$ cat src/psf_pkg.sv
// Package for the processor status flags block: field positions, offsets, types.
package psf_pkg;
	// Flag bit positions within the flags word
	localparam int unsigned FLG_CARRY = 0;
	localparam int unsigned FLG_ONE = 1;
	localparam int unsigned FLG_PARITY = 2;
	localparam int unsigned FLG_NIBBLE = 4;
	localparam int unsigned FLG_ZERO = 6;
	localparam int unsigned FLG_SIGN = 7;
	localparam int unsigned FLG_TRAP = 8;
	localparam int unsigned FLG_IRQ_EN = 9;
	localparam int unsigned FLG_DIR = 10;
	localparam int unsigned FLG_OVF = 11;
	localparam int unsigned FLG_IO_PRIVILEGE_FIELD_LO = 12;
	localparam int unsigned FLG_IO_PRIVILEGE_FIELD_HI = 13;
	localparam int unsigned FLG_NEST = 14;
	localparam int unsigned FLG_RESUME = 16;
	localparam int unsigned FLG_VLM = 17;
	localparam int unsigned FLG_ALIGN = 18;
	localparam int unsigned FLG_IDENT = 21;
	// Writable bits, forced-one bits and reset value of the flags word
	localparam logic [31:0] FLAGS_WMASK = 32'h0027_7fd5;
	localparam logic [31:0] FLAGS_ONES = 32'h0000_0002;
	localparam logic [31:0] FLAGS_RESET = 32'h0000_0002;
	// Control bit positions
	localparam int unsigned CFG4_IDENT_EN = 7;
	localparam int unsigned SYS0_ALIGN_MASK = 18;
	localparam int unsigned CTL_PROT = 0;
	// Register byte offsets
	localparam logic [7:0] OFS_FLAGS = 8'h00;
	localparam logic [7:0] OFS_CFG4 = 8'h04;
	localparam logic [7:0] OFS_SYS0 = 8'h08;
	localparam logic [7:0] OFS_CTL = 8'h0c;
	localparam logic [7:0] OFS_ALU_A = 8'h10;
	localparam logic [7:0] OFS_ALU_B = 8'h14;
	localparam logic [7:0] OFS_ALU_OP = 8'h18;
	localparam logic [7:0] OFS_EVT = 8'h1c;
	localparam logic [7:0] OFS_POP = 8'h20;
	localparam logic [7:0] OFS_CHECK = 8'h24;
	localparam logic [7:0] OFS_IRQ_STAT = 8'h28;
	localparam logic [7:0] OFS_IRQ_MASK = 8'h2c;
	// Event command bits written to the event register
	localparam int unsigned EVT_INTERRUPT_RETURN = 0;
	localparam int unsigned EVT_TASK_SW = 1;
	localparam int unsigned EVT_STEP_DONE = 2;
	localparam int unsigned EVT_BOUNDARY = 3;
	// Sticky interrupt status bits
	localparam int unsigned IRQ_STEP = 0;
	localparam int unsigned IRQ_ALIGN = 1;
	localparam int unsigned IRQ_GP13 = 2;
	localparam int unsigned IRQ_NUM = 3;
	localparam logic [1:0] RESP_OKAY = 2'b00;
	localparam logic [1:0] RESP_SLVERR = 2'b10;

	// Arithmetic operations
	typedef enum logic [1:0] {
		PSF_OP_ADD,
		PSF_OP_SUB,
		PSF_OP_LOGIC
	} psf_op_e;

	// Operand width select: byte, word, dword
	typedef enum logic [1:0] {
		PSF_W8,
		PSF_W16,
		PSF_W32
	} psf_width_e;

	// Decision outputs toward the execution core
	typedef struct packed {
		logic irq_accept;
		logic align_fault;
		logic io_direct;
		logic priv_gp13;
		logic debug_suppress;
		logic string_decrement;
		logic nested_task;
		logic legacy_segments;
	} psf_ctl_s;
endpackage

$ cat src/psf_flags.sv
// Processor status flags word with ALU flag logic and an AXI4-Lite register slave.
//
// Added by the designer: the register addresses and the AXI4-Lite register port.
`timescale 1ns/1ps
module psf_flags (
	// Clock and reset
	input wire logic aclk,
	input wire logic aresetn,
	// AXI4-Lite write address and data
	input wire logic [7:0] s_axi_awaddr,
	input wire logic s_axi_awvalid,
	output logic s_axi_awready,
	input wire logic [31:0] s_axi_wdata,
	input wire logic [3:0] s_axi_wstrb,
	input wire logic s_axi_wvalid,
	output logic s_axi_wready,
	// AXI4-Lite write response
	output logic [1:0] s_axi_bresp,
	output logic s_axi_bvalid,
	input wire logic s_axi_bready,
	// AXI4-Lite read
	input wire logic [7:0] s_axi_araddr,
	input wire logic s_axi_arvalid,
	output logic s_axi_arready,
	output logic [31:0] s_axi_rdata,
	output logic [1:0] s_axi_rresp,
	output logic s_axi_rvalid,
	input wire logic s_axi_rready,
	// Core-side inputs and decisions
	input wire logic maskable_irq_input,
	output psf_pkg::psf_ctl_s ctl,
	output logic irq
);
	import psf_pkg::*;

	// Register state
	logic [31:0] flags_q;
	logic [7:0] cfg4_q;
	logic [31:0] sys0_q;
	logic [3:0] ctl_q;
	logic [31:0] alu_a_q;
	logic [31:0] alu_b_q;
	logic [31:0] check_q;
	logic [IRQ_NUM-1:0] stat_q;
	logic [IRQ_NUM-1:0] mask_q;
	logic [2:0] irq_sync_q;
	logic resume_armed_q;
	psf_ctl_s ctl_q2;
	logic irq_q;

	// Write channel capture
	logic aw_have_q;
	logic w_have_q;
	logic [7:0] aw_addr_q;
	logic [31:0] w_data_q;
	logic [3:0] w_strb_q;
	logic wr_fire;
	logic [31:0] wr_val;
	logic [31:0] cfg4_wr;
	logic resp_pending;

	// Control and check register fields
	logic prot_mode;
	logic [1:0] cur_priv;
	logic check_misaligned;
	logic check_privop;

	// Byte-lane merge of a register value with the write data
	function automatic logic [31:0] merge(input logic [31:0] old, input logic [31:0] d,
			input logic [3:0] strb);
		logic [31:0] r;
		r = old;
		for (int i = 0; i < 4; i++) begin
			if (strb[i]) begin
				r[i*8 +: 8] = d[i*8 +: 8];
			end
		end
		return r;
	endfunction

	// Flags from an ALU operation at the given width
	function automatic logic [31:0] alu_flags(input logic [31:0] f, input logic [31:0] a,
			input logic [31:0] b, input psf_op_e op, input psf_width_e w);
		logic [32:0] full;
		logic [31:0] bb;
		logic [4:0] nib;
		logic [31:0] res;
		logic [31:0] r;
		logic cin;
		logic cout;
		logic cmsb;
		int unsigned top;
		r = f;
		bb = (op == PSF_OP_SUB) ? ~b : b;
		cin = (op == PSF_OP_SUB);
		full = {1'b0, a} + {1'b0, bb} + {32'h0000_0000, cin};
		res = full[31:0];
		unique case (w)
			PSF_W8: top = 7;
			PSF_W16: top = 15;
			default: top = 31;
		endcase
		// Carry out of the top bit and carry into it
		cout = (top == 31) ? full[32] : (a[top] & bb[top]) | ((a[top] ^ bb[top]) & ~res[top]);
		cmsb = a[top] ^ bb[top] ^ res[top];
		nib = {1'b0, a[3:0]} + {1'b0, bb[3:0]} + {4'h0, cin};
		if (op == PSF_OP_LOGIC) begin
			res = a & b;
			r[FLG_CARRY] = 1'b0;
			r[FLG_OVF] = 1'b0;
			r[FLG_NIBBLE] = 1'b0;
		end else begin
			r[FLG_CARRY] = (op == PSF_OP_SUB) ? ~cout : cout;
			r[FLG_OVF] = cout ^ cmsb;
			r[FLG_NIBBLE] = (op == PSF_OP_SUB) ? ~nib[4] : nib[4];
		end
		r[FLG_SIGN] = res[top];
		unique case (w)
			PSF_W8: r[FLG_ZERO] = (res[7:0] == 8'h00);
			PSF_W16: r[FLG_ZERO] = (res[15:0] == 16'h0000);
			default: r[FLG_ZERO] = (res == 32'h0000_0000);
		endcase
		r[FLG_PARITY] = ~(^res[7:0]);
		return r;
	endfunction

	// Flags word as seen by readers and the core
	function automatic logic [31:0] clean(input logic [31:0] f);
		return (f & FLAGS_WMASK) | FLAGS_ONES;
	endfunction

	// Control fields, check levels and the write strobe
	assign prot_mode = ctl_q[CTL_PROT];
	assign cur_priv = ctl_q[2:1];
	assign check_misaligned = check_q[0];
	assign check_privop = check_q[1];
	assign wr_fire = aw_have_q && w_have_q && !s_axi_bvalid;

	// A response not yet taken holds off new addresses and data
	assign resp_pending = s_axi_bvalid && !s_axi_bready;

	// Write address and data accepted in either order
	always_ff @(posedge aclk) begin
		if (!aresetn) begin
			aw_have_q <= 1'b0;
			w_have_q <= 1'b0;
			aw_addr_q <= 8'h00;
			w_data_q <= 32'h0000_0000;
			w_strb_q <= 4'h0;
		end else begin
			if (s_axi_awvalid && s_axi_awready) begin
				aw_have_q <= 1'b1;
				aw_addr_q <= s_axi_awaddr;
			end else if (wr_fire) begin
				aw_have_q <= 1'b0;
			end
			if (s_axi_wvalid && s_axi_wready) begin
				w_have_q <= 1'b1;
				w_data_q <= s_axi_wdata;
				w_strb_q <= s_axi_wstrb;
			end else if (wr_fire) begin
				w_have_q <= 1'b0;
			end
		end
	end

	// Ready while the capture slot is free and no response waits
	always_ff @(posedge aclk) begin
		if (!aresetn) begin
			s_axi_awready <= 1'b0;
			s_axi_wready <= 1'b0;
		end else begin
			s_axi_awready <= !aw_have_q && !(s_axi_awvalid && s_axi_awready) && !resp_pending;
			s_axi_wready <= !w_have_q && !(s_axi_wvalid && s_axi_wready) && !resp_pending;
		end
	end

	// Write response, error on an unmapped offset
	always_ff @(posedge aclk) begin
		if (!aresetn) begin
			s_axi_bvalid <= 1'b0;
			s_axi_bresp <= RESP_OKAY;
		end else if (wr_fire) begin
			s_axi_bvalid <= 1'b1;
			s_axi_bresp <= (aw_addr_q[1:0] != 2'b00 || aw_addr_q > OFS_IRQ_MASK) ?
					RESP_SLVERR : RESP_OKAY;
		end else if (s_axi_bready) begin
			s_axi_bvalid <= 1'b0;
		end
	end

	// Zero-filled write value, and the byte-merged value of the 8-bit config register
	assign wr_val = merge(32'h0000_0000, w_data_q, w_strb_q);
	assign cfg4_wr = merge({24'h00_0000, cfg4_q}, w_data_q, w_strb_q);

	// Plain configuration registers
	always_ff @(posedge aclk) begin
		if (!aresetn) begin
			cfg4_q <= 8'h00;
			sys0_q <= 32'h0000_0000;
			ctl_q <= 4'h0;
			alu_a_q <= 32'h0000_0000;
			alu_b_q <= 32'h0000_0000;
			check_q <= 32'h0000_0000;
			mask_q <= '0;
		end else if (wr_fire) begin
			unique case (aw_addr_q)
				OFS_CFG4: cfg4_q <= cfg4_wr[7:0];
				OFS_SYS0: sys0_q <= merge(sys0_q, w_data_q, w_strb_q);
				OFS_CTL: ctl_q <= wr_val[3:0];
				OFS_ALU_A: alu_a_q <= merge(alu_a_q, w_data_q, w_strb_q);
				OFS_ALU_B: alu_b_q <= merge(alu_b_q, w_data_q, w_strb_q);
				OFS_CHECK: check_q <= wr_val;
				OFS_IRQ_MASK: mask_q <= wr_val[IRQ_NUM-1:0];
				default: ;
			endcase
		end
	end

	// Flags word: direct writes, popped values, ALU results and events
	always_ff @(posedge aclk) begin
		logic [31:0] nxt;
		nxt = flags_q;
		if (!aresetn) begin
			flags_q <= FLAGS_RESET;
			resume_armed_q <= 1'b0;
		end else begin
			if (wr_fire && aw_addr_q == OFS_FLAGS) begin
				nxt = merge(flags_q, w_data_q, w_strb_q);
				if (!cfg4_q[CFG4_IDENT_EN]) begin
					nxt[FLG_IDENT] = flags_q[FLG_IDENT];
				end
				nxt[FLG_VLM] = flags_q[FLG_VLM];
			end
			if (wr_fire && aw_addr_q == OFS_POP) begin
				nxt = merge(flags_q, w_data_q, w_strb_q);
				if (!cfg4_q[CFG4_IDENT_EN]) begin
					nxt[FLG_IDENT] = flags_q[FLG_IDENT];
				end
				if (prot_mode && cur_priv > flags_q[FLG_IO_PRIVILEGE_FIELD_HI:FLG_IO_PRIVILEGE_FIELD_LO]) begin
					nxt[FLG_IRQ_EN] = flags_q[FLG_IRQ_EN];
				end
				nxt[FLG_VLM] = flags_q[FLG_VLM];
			end
			if (wr_fire && aw_addr_q == OFS_ALU_OP) begin
				nxt = alu_flags(flags_q, alu_a_q, alu_b_q, psf_op_e'(wr_val[1:0]),
						psf_width_e'(wr_val[3:2]));
			end
			// Events from the core: return, task switch, step done, boundary
			if (wr_fire && aw_addr_q == OFS_EVT) begin
				if ((wr_val[EVT_INTERRUPT_RETURN] && cur_priv == 2'b00) || wr_val[EVT_TASK_SW]) begin
					nxt[FLG_VLM] = wr_val[8 + FLG_VLM - 16];
				end
				if (wr_val[EVT_STEP_DONE] && flags_q[FLG_TRAP]) begin
					nxt[FLG_TRAP] = 1'b0;
				end
				if (wr_val[EVT_BOUNDARY]) begin
					resume_armed_q <= flags_q[FLG_RESUME];
					nxt[FLG_RESUME] = 1'b0;
				end
			end
			flags_q <= clean(nxt);
		end
	end

	// Sticky status: set wins over write-one-to-clear
	// Check bits are levels, so a clear only sticks once software drops them
	always_ff @(posedge aclk) begin
		logic [IRQ_NUM-1:0] setv;
		logic [IRQ_NUM-1:0] clr;
		setv = '0;
		clr = '0;
		if (!aresetn) begin
			stat_q <= '0;
		end else begin
			setv[IRQ_STEP] = wr_fire && aw_addr_q == OFS_EVT && wr_val[EVT_STEP_DONE] &&
					flags_q[FLG_TRAP];
			setv[IRQ_ALIGN] = ctl_q2.align_fault && check_misaligned;
			setv[IRQ_GP13] = ctl_q2.priv_gp13;
			if (wr_fire && aw_addr_q == OFS_IRQ_STAT) begin
				clr = wr_val[IRQ_NUM-1:0];
			end
			stat_q <= (stat_q & ~clr) | setv;
		end
	end

	// Interrupt input synchroniser, a rise counts once stages two and three agree
	always_ff @(posedge aclk) begin
		if (!aresetn) begin
			irq_sync_q <= 3'b000;
		end else begin
			irq_sync_q <= {irq_sync_q[1:0], maskable_irq_input};
		end
	end

	// Registered decisions toward the core
	always_ff @(posedge aclk) begin
		logic [1:0] io_privilege_field;
		io_privilege_field = flags_q[FLG_IO_PRIVILEGE_FIELD_HI:FLG_IO_PRIVILEGE_FIELD_LO];
		if (!aresetn) begin
			ctl_q2 <= '0;
			irq_q <= 1'b0;
		end else begin
			ctl_q2.irq_accept <= (irq_sync_q[2] & irq_sync_q[1]) && flags_q[FLG_IRQ_EN];
			ctl_q2.align_fault <= flags_q[FLG_ALIGN] && sys0_q[SYS0_ALIGN_MASK];
			ctl_q2.io_direct <= !prot_mode || (!flags_q[FLG_VLM] && cur_priv <= io_privilege_field);
			ctl_q2.priv_gp13 <= prot_mode && flags_q[FLG_VLM] && check_privop;
			ctl_q2.legacy_segments <= prot_mode && flags_q[FLG_VLM];
			ctl_q2.debug_suppress <= resume_armed_q;
			ctl_q2.string_decrement <= flags_q[FLG_DIR];
			ctl_q2.nested_task <= prot_mode && flags_q[FLG_NEST];
			irq_q <= |(stat_q & mask_q);
		end
	end

	// Outputs straight from their flip-flops
	assign ctl = ctl_q2;
	assign irq = irq_q;

	// Read channel, one outstanding read
	always_ff @(posedge aclk) begin
		if (!aresetn) begin
			s_axi_arready <= 1'b0;
			s_axi_rvalid <= 1'b0;
			s_axi_rdata <= 32'h0000_0000;
			s_axi_rresp <= RESP_OKAY;
		end else begin
			s_axi_arready <= !s_axi_rvalid && !(s_axi_arvalid && s_axi_arready);
			if (s_axi_arvalid && s_axi_arready) begin
				s_axi_rvalid <= 1'b1;
				s_axi_rresp <= RESP_OKAY;
				unique case (s_axi_araddr)
					OFS_FLAGS: s_axi_rdata <= flags_q;
					OFS_POP: s_axi_rdata <= flags_q;
					OFS_CFG4: s_axi_rdata <= {24'h00_0000, cfg4_q};
					OFS_SYS0: s_axi_rdata <= sys0_q;
					OFS_CTL: s_axi_rdata <= {28'h000_0000, ctl_q};
					OFS_ALU_A: s_axi_rdata <= alu_a_q;
					OFS_ALU_B: s_axi_rdata <= alu_b_q;
					OFS_ALU_OP: s_axi_rdata <= 32'h0000_0000;
					OFS_EVT: s_axi_rdata <= {24'h00_0000, ctl_q2};
					OFS_CHECK: s_axi_rdata <= check_q;
					OFS_IRQ_STAT: s_axi_rdata <= {29'h0000_0000, stat_q};
					OFS_IRQ_MASK: s_axi_rdata <= {29'h0000_0000, mask_q};
					default: begin
						s_axi_rdata <= 32'h0000_0000;
						s_axi_rresp <= RESP_SLVERR;
					end
				endcase
			end else if (s_axi_rready) begin
				s_axi_rvalid <= 1'b0;
			end
		end
	end
endmodule

$ cat config.mk
export PLATFORM = sky130hd
export DESIGN_NAME = psf_flags
export DESIGN_NICKNAME = d
export VERILOG_FILES = /design/src/psf_pkg.sv /design/src/psf_flags.sv
export SDC_FILE = /design/constraint.sdc
export NUM_CORES = 1
export LEC_CHECK = 0
export CAP_MARGIN = 15
export CORE_MARGIN = 2
export CORE_UTILIZATION = 60
export DETAILED_ROUTE_END_ITERATION = 12
export DONT_BUFFER_PORTS = 1
export PLACE_DENSITY = 0.75
export SYNTH_ARGS = -nofsm -noshare
export SYNTH_HDL_FRONTEND = slang
export SYNTH_SLANG_ARGS = --single-unit
$ cat constraint.sdc
create_clock -name aclk -period 11.3 [get_ports aclk]
set_input_delay 1.13 -clock aclk [delete_from_list [all_inputs] [get_ports aclk]]
set_output_delay 1.13 -clock aclk [all_outputs]
set_load 0.05 [all_outputs]
Word-level counts from Yosys, hierarchy flattened

Cells that the tools add are included.

Register bits: 263
Input port bits: 60
Output and inout port bits: 50
Logic and storage cells: 229

Add/sub/neg operators: 4
Order comparisons: 4
Equality and inequality tests: 27
Multiplexer cells: 51
Bitwise gates (word level): 18
Reduce and logical (&&, ||, !) cells: 79

Operators with widths:

| cell                                                  | number |
|---|---|
| one-hot mux 32 bit (10 select lines)                  | 1 |
| two-way mux 32 bit                                    | 6 |
| equality test 8 x 5 -> 1 bit (second input constant)  | 8 |
| equality test 8 x 6 -> 1 bit (second input constant)  | 8 |
| two-way mux 8 bit                                     | 6 |
| two-way mux 22 bit                                    | 2 |
| AND reduction 3 bit                                   | 14 |
| adder 32 x 32 -> 33 bit                               | 1 |
| adder 33 x 1 -> 33 bit                                | 1 |
| AND 32 bit                                            | 1 |
| equality test 32 x 5 -> 1 bit (second input constant) | 1 |
| equality test 8 x 4 -> 1 bit (second input constant)  | 4 |
| zero test 32 bit                                      | 1 |
| < comparator 32 x 6 -> 1 bit (second input constant)  | 1 |
| inverter 32 bit                                       | 1 |
| logical AND 1 bit                                     | 28 |
| zero test 8 bit                                       | 3 |
| two-way mux 1 bit                                     | 23 |
| binary-select mux 1 bit (select 5 bit)                | 4 |
| two-way mux 18 bit                                    | 1 |
| equality test 8 x 3 -> 1 bit (second input constant)  | 2 |
| zero test 16 bit                                      | 1 |
| nonzero test 2 bit                                    | 6 |
| OR reduction 12 bit                                   | 1 |
| 28 further kinds                                      | 58 |

Depth between registers and ports, before layout

Depth after elaboration: 17
Mapped depth: 21
Depth with buffers taken out: 17

Worst setup path after synthesis

No wires, ideal clock.

Kind: reg-to-reg
From: reg w_data_q[0]
To: reg flags_q[6]
Setup time: 0.059 ns
Arrival: 4.260 ns
Data required time: 11.241 ns
Slack: 6.981 ns
Stages on the path, launching flop included: 18
Path buffers: 4
Period minus slack after synthesis: 4.319 ns
Cells stage by stage: dfxtp_1 clkbuf_1 and2_1 nand2b_1 clkbuf_1 clkbuf_1 xnor2_1 ha_1 buf_2 nand2_1 or4_1 o21ai_4 a31oi_4 xnor2_1 or4_1 or3_1 a221oi_2 o31a_1

Cells in the longest elaborated chain, start to end: 11
Elaborated cells on any way between the ends: 14
Those cells by class: add/sub: 2; eq/ne: 2; mux: 7; reduce/logical: 3

Ends and longest elaborated chain:

| what                                     | RTL line                         | text |
|---|---|---|
| start: declaration                       | psf_flags.sv:55                  | `logic [31:0] w_data_q;` |
| start signal: assignment                 | psf_flags.sv:159                 | `w_data_q <= s_axi_wdata;` |
| two-way mux 8 bit (*)                    | psf_flags.sv:74                  | `if (strb[i]) begin` |
| equality test 2 x 1 -> 1 bit             | psf_flags.sv:94, psf_flags.sv:95 |  |
| two-way mux 32 bit                       | psf_flags.sv:94                  | `bb = (op == PSF_OP_SUB) ? ~b : b;` |
| adder 32 x 32 -> 33 bit                  | psf_flags.sv:96                  | `full = {1'b0, a} + {1'b0, bb} + {32'h0000_0000, cin};` |
| adder 33 x 1 -> 33 bit                   | psf_flags.sv:96                  |  |
| two-way mux 32 bit (*)                   | psf_flags.sv:107                 | `if (op == PSF_OP_LOGIC) begin` |
| two-way mux 32 bit (*)                   | psf_flags.sv:245                 | `if (wr_fire && aw_addr_q == OFS_ALU_OP) begin` |
| two-way mux 32 bit (*)                   | psf_flags.sv:224                 | `if (!aresetn) begin` |
| zero test 32 bit (tied with other cells) | psf_flags.sv:121                 | `default: r[FLG_ZERO] = (res == 32'h0000_0000);` |
| one-hot mux 1 bit (2 select lines) (*)   | psf_flags.sv:118                 | `unique case (w)` |
| two-way mux 18 bit (*)                   | psf_flags.sv:245                 |  |
| end signal: assignment                   | psf_flags.sv:262                 | `flags_q <= clean(nxt);` |
| end: declaration                         | psf_flags.sv:37                  | `logic [31:0] flags_q;` |

Every way passes the cells marked *; elsewhere a longest branch is shown, timed or not. The select of a mux whose other input is x is not followed.
A chain may end at the register's enable or synchronous reset.

Worst setup path in the final report

Ends and elaborated chain as after synthesis.

==> impl_metrics.ini <==
[logic_synthesis]
synth-edff-count = 0
synth_seq_cells = 260
async_flop_share = 0
yosys.area.top_type = dfxtp_1
synth_area_leaders = dfxtp_1 (39%), mux2i_1 (8.8%), nand2_1 (6.7%)
syn_avg_cell_area_um2 = 8.79
synthesis.area_um2 = 13500
synthMostInstantiatedCell = dfxtp_1
synth_top_area_share = 0.386
synth_cell_type_count = 70
ys_top_cells_by_count = dfxtp_1 (260), nand2_1 (241), nor2b_1 (122), mux2i_1 (118), clkbuf_1 (87)
ys_seq_area_frac = 0.386
ys.flop_type = dfxtp_1
synthCells = 1534
synth_warnings = 0

[global_routing]
grt_pass1_wl_um = 59800
grt_max_degree = 228
grt_use_total = 0.314
gr-total-overflow = 0
antenna_found_initial = 1
grt_pass1_vias = 10800

[finish]
layout.nets = 1581
nFillCells = 1792
drive_above_1_share = 0.0560
diodes = 0
area_growth_pct = 7.35

[power]
power_frac_seq = 0.504
switching_power_w = 0.000415
peakVddDrop_v = 0.000145
combPwrFrac = 0.029
p_int_w = 0.00147
power_frac_clock = 0.467
powerDensity_nw_per_um2 = 131
swShare = 0.220
power_leakage_nw = 5.39

[clock_network]
clock_path_buffers = 3
htreeDepth = 1
cts_tree = done
clkSlewWorstSetupHoldPaths_ns = 0.06
cts_sinks = 260
clock_latency_ns = 0.53
numCtsBuffers = 27
post-cts-setup-buffer-count = 0
postCtsHoldBufs = 0
cts-root-buf = clkbuf_16
cts_resized = 0

[route]
finalWirelength_um = 38400
vias = 11500
drt_iter0_drc = 1237
routed_via_density = 6.47
wl_per_cell_um = 21.6
final_antenna_net_count = 0
firstDrtPassIters = 8
drc = 0

[die]
die_h_um = 154
num_rows = 54
die_w_um = 154
core_area_um2 = 22000
dieArea_um2 = 23700
start_util = 0.614
io_pins = 110

[worst_hold_path]
min_path_type = register to register
min_path_cells = 1

[worst_setup_path]
reg2reg_depth = 16
startpoint_type = register
endpoint_kind = register
required_ns = 11.77
r2r-end = flags_q[6]
startpoint = w_data_q[0]
regToRegSetupSlack_ns = 6.72
crit_fanout = 34
path_class = register to register
r2r-start = w_data_q[0]
cp.arrival_ns = 5.05
setup.worst_path.end = flags_q[6]

[sta]
min_period_ns = 4.58
setup_ws_ns = 6.72
rsz0062_at_grt = no
fmax_mhz = 218
fin_worst_skew_ns = 0.0109
tns_ns = 0
drv_slew = 0
maxSlewHeadroom = 0.293
setup_viol = 0
period_share = 0.405
worst_pin_slew_ns = 1.06
hold_viol_final = 0

[status]
status = finished, final reports clean

[flow_run]
drv_cap = 0

[placement]
hpwl_um = 27000
place.gp.congestion = 0.950
port-buffer-count = 0
dp_slack_ns = 6.76
-- flip-flops by register name (all words and copies together), names as in the netlist, 3 cells and up --
signal       count
ctl_q            4
stat_q           3
alu_b_q         32
flags_q         16
w_strb_q         4
mask_q           3
ctl              8
cfg4_q           8
check_q         32
irq_sync_q       3
aw_addr_q        8
sys0_q          32
w_data_q        32
alu_a_q         32
s_axi_rdata     32
-- metal layers --
metal	global-route usage	share of wire	up-vias
met5	0	0.00018	-
met4	0.0743	0.020	2
li1	-	-	5393
met2	0.471	0.43	513
met1	0.473	0.46	5530
met3	0.0519	0.093	66
-- power by group through the flow --
stage	Combinational, W	Sequential (W)	Clock (W)
2_1_floorplan	0.0000558	0.000961	0
3_3_place_gp	0.0000524	0.000971	0
6_report	0.0000541	0.000953	0.000883
5_1_grt	0.0000593	0.000954	0.000919
3_5_place_dp	0.0000533	0.000972	0
4_1_cts	0.0000537	0.000952	0.000887
-- cell usage in the layout (no fill, tap or decap), types with 4 or more instances in the layout --
cell type,n
clkbuf_16,27
nor2b_1,122
o31ai_1,4
nand3_1,67
a31oi_1,13
a221oi_1,8
a21boi_0,86
a222oi_1,32
o21a_1,9
a21oi_1,49
a22o_1,35
xnor2_1,42
buf_4,13
o22ai_1,5
o211ai_1,9
nand4_1,7
nor2_1,47
nand2b_1,9
xor2_1,18
clkbuf_8,6
nor3_1,13
clkbuf_1,7
ha_1,40
nand2_1,241
a22oi_1,27
a211oi_1,5
dfxtp_1,260
and2_1,24
and3_1,17
mux2i_1,118
inv_1,14
clkinv_2,5
a21o_1,6
o21ai_0,35
nor4_1,9
-- how the worst min path moves through the flow --
stage	from	slack, ns	endpoint
detailed placement	irq_sync_q[0]	0.42	irq_sync_q[1]
CTS	irq_sync_q[0]	0.44	irq_sync_q[1]
global placement	irq_sync_q[0]	0.42	irq_sync_q[1]
finish	irq_sync_q[0]	0.43	irq_sync_q[1]
floorplan	irq_sync_q[0]	0.41	irq_sync_q[1]
global route	irq_sync_q[0]	0.47	irq_sync_q[1]
-- logic make-up after synthesis --
kind of cell | after synthesis | share of synthesized area
AND/OR/NAND/NOR | 583 | 0.211
AO/OA/AOI/OAI | 356 | 0.201
flip-flops | 260 | 0.386
multiplexers | 120 | 0.0893
buffers and inverters | 112 | 0.0332
XOR/XNOR | 60 | 0.0390
adder cells (fa/ha/maj) | 42 | 0.0401
other | 1 | 0.000278
-- critical path: stages (launching register included) --
cell and delay (ns):
dfxtp_1 0.54, and2_1 0.27, nand2b_2 0.06, buf_4 0.30
xnor2_1 0.27, inv_1 0.09, fa_1 0.42, nand2b_1 0.17
a21oi_1 0.22, o21ai_1 0.17, o211ai_1 0.28, nand3_1 0.21
and3_1 0.23, or4_1 0.45, or3_1 0.34, a221oi_2 0.33
o31a_1 0.15
-- cell type report --
type                    count  area [um^2]  share of cell area
clock inverters             9          100             0.00692
repair buffers             13         97.6             0.00675
inverters                  14         52.6             0.00363
clock buffers              40          785              0.0542
flip-flops and latches    260         5200               0.360
well taps                 280          350              0.0242
multi-input cells        1163         7880               0.545
-- stage by stage --
step / cell area [um^2] / power, W / hold slack [ns] / util / cells
2_1_floorplan: 13500 / 0.00102 / 0.412 / - / 1535
3_3_place_gp: 13600 / 0.00102 / 0.417 / 0.619 / 1730
3_5_place_dp: 13600 / 0.00103 / 0.424 / 0.619 / 1730
4_1_cts: 14500 / 0.00189 / 0.439 / 0.659 / 1779
5_1_grt: 14500 / 0.00193 / 0.469 / 0.659 / 1779
6_report: 14500 / 0.00189 / 0.435 / 0.659 / 1779
Power figures use the tool's default switching activity.
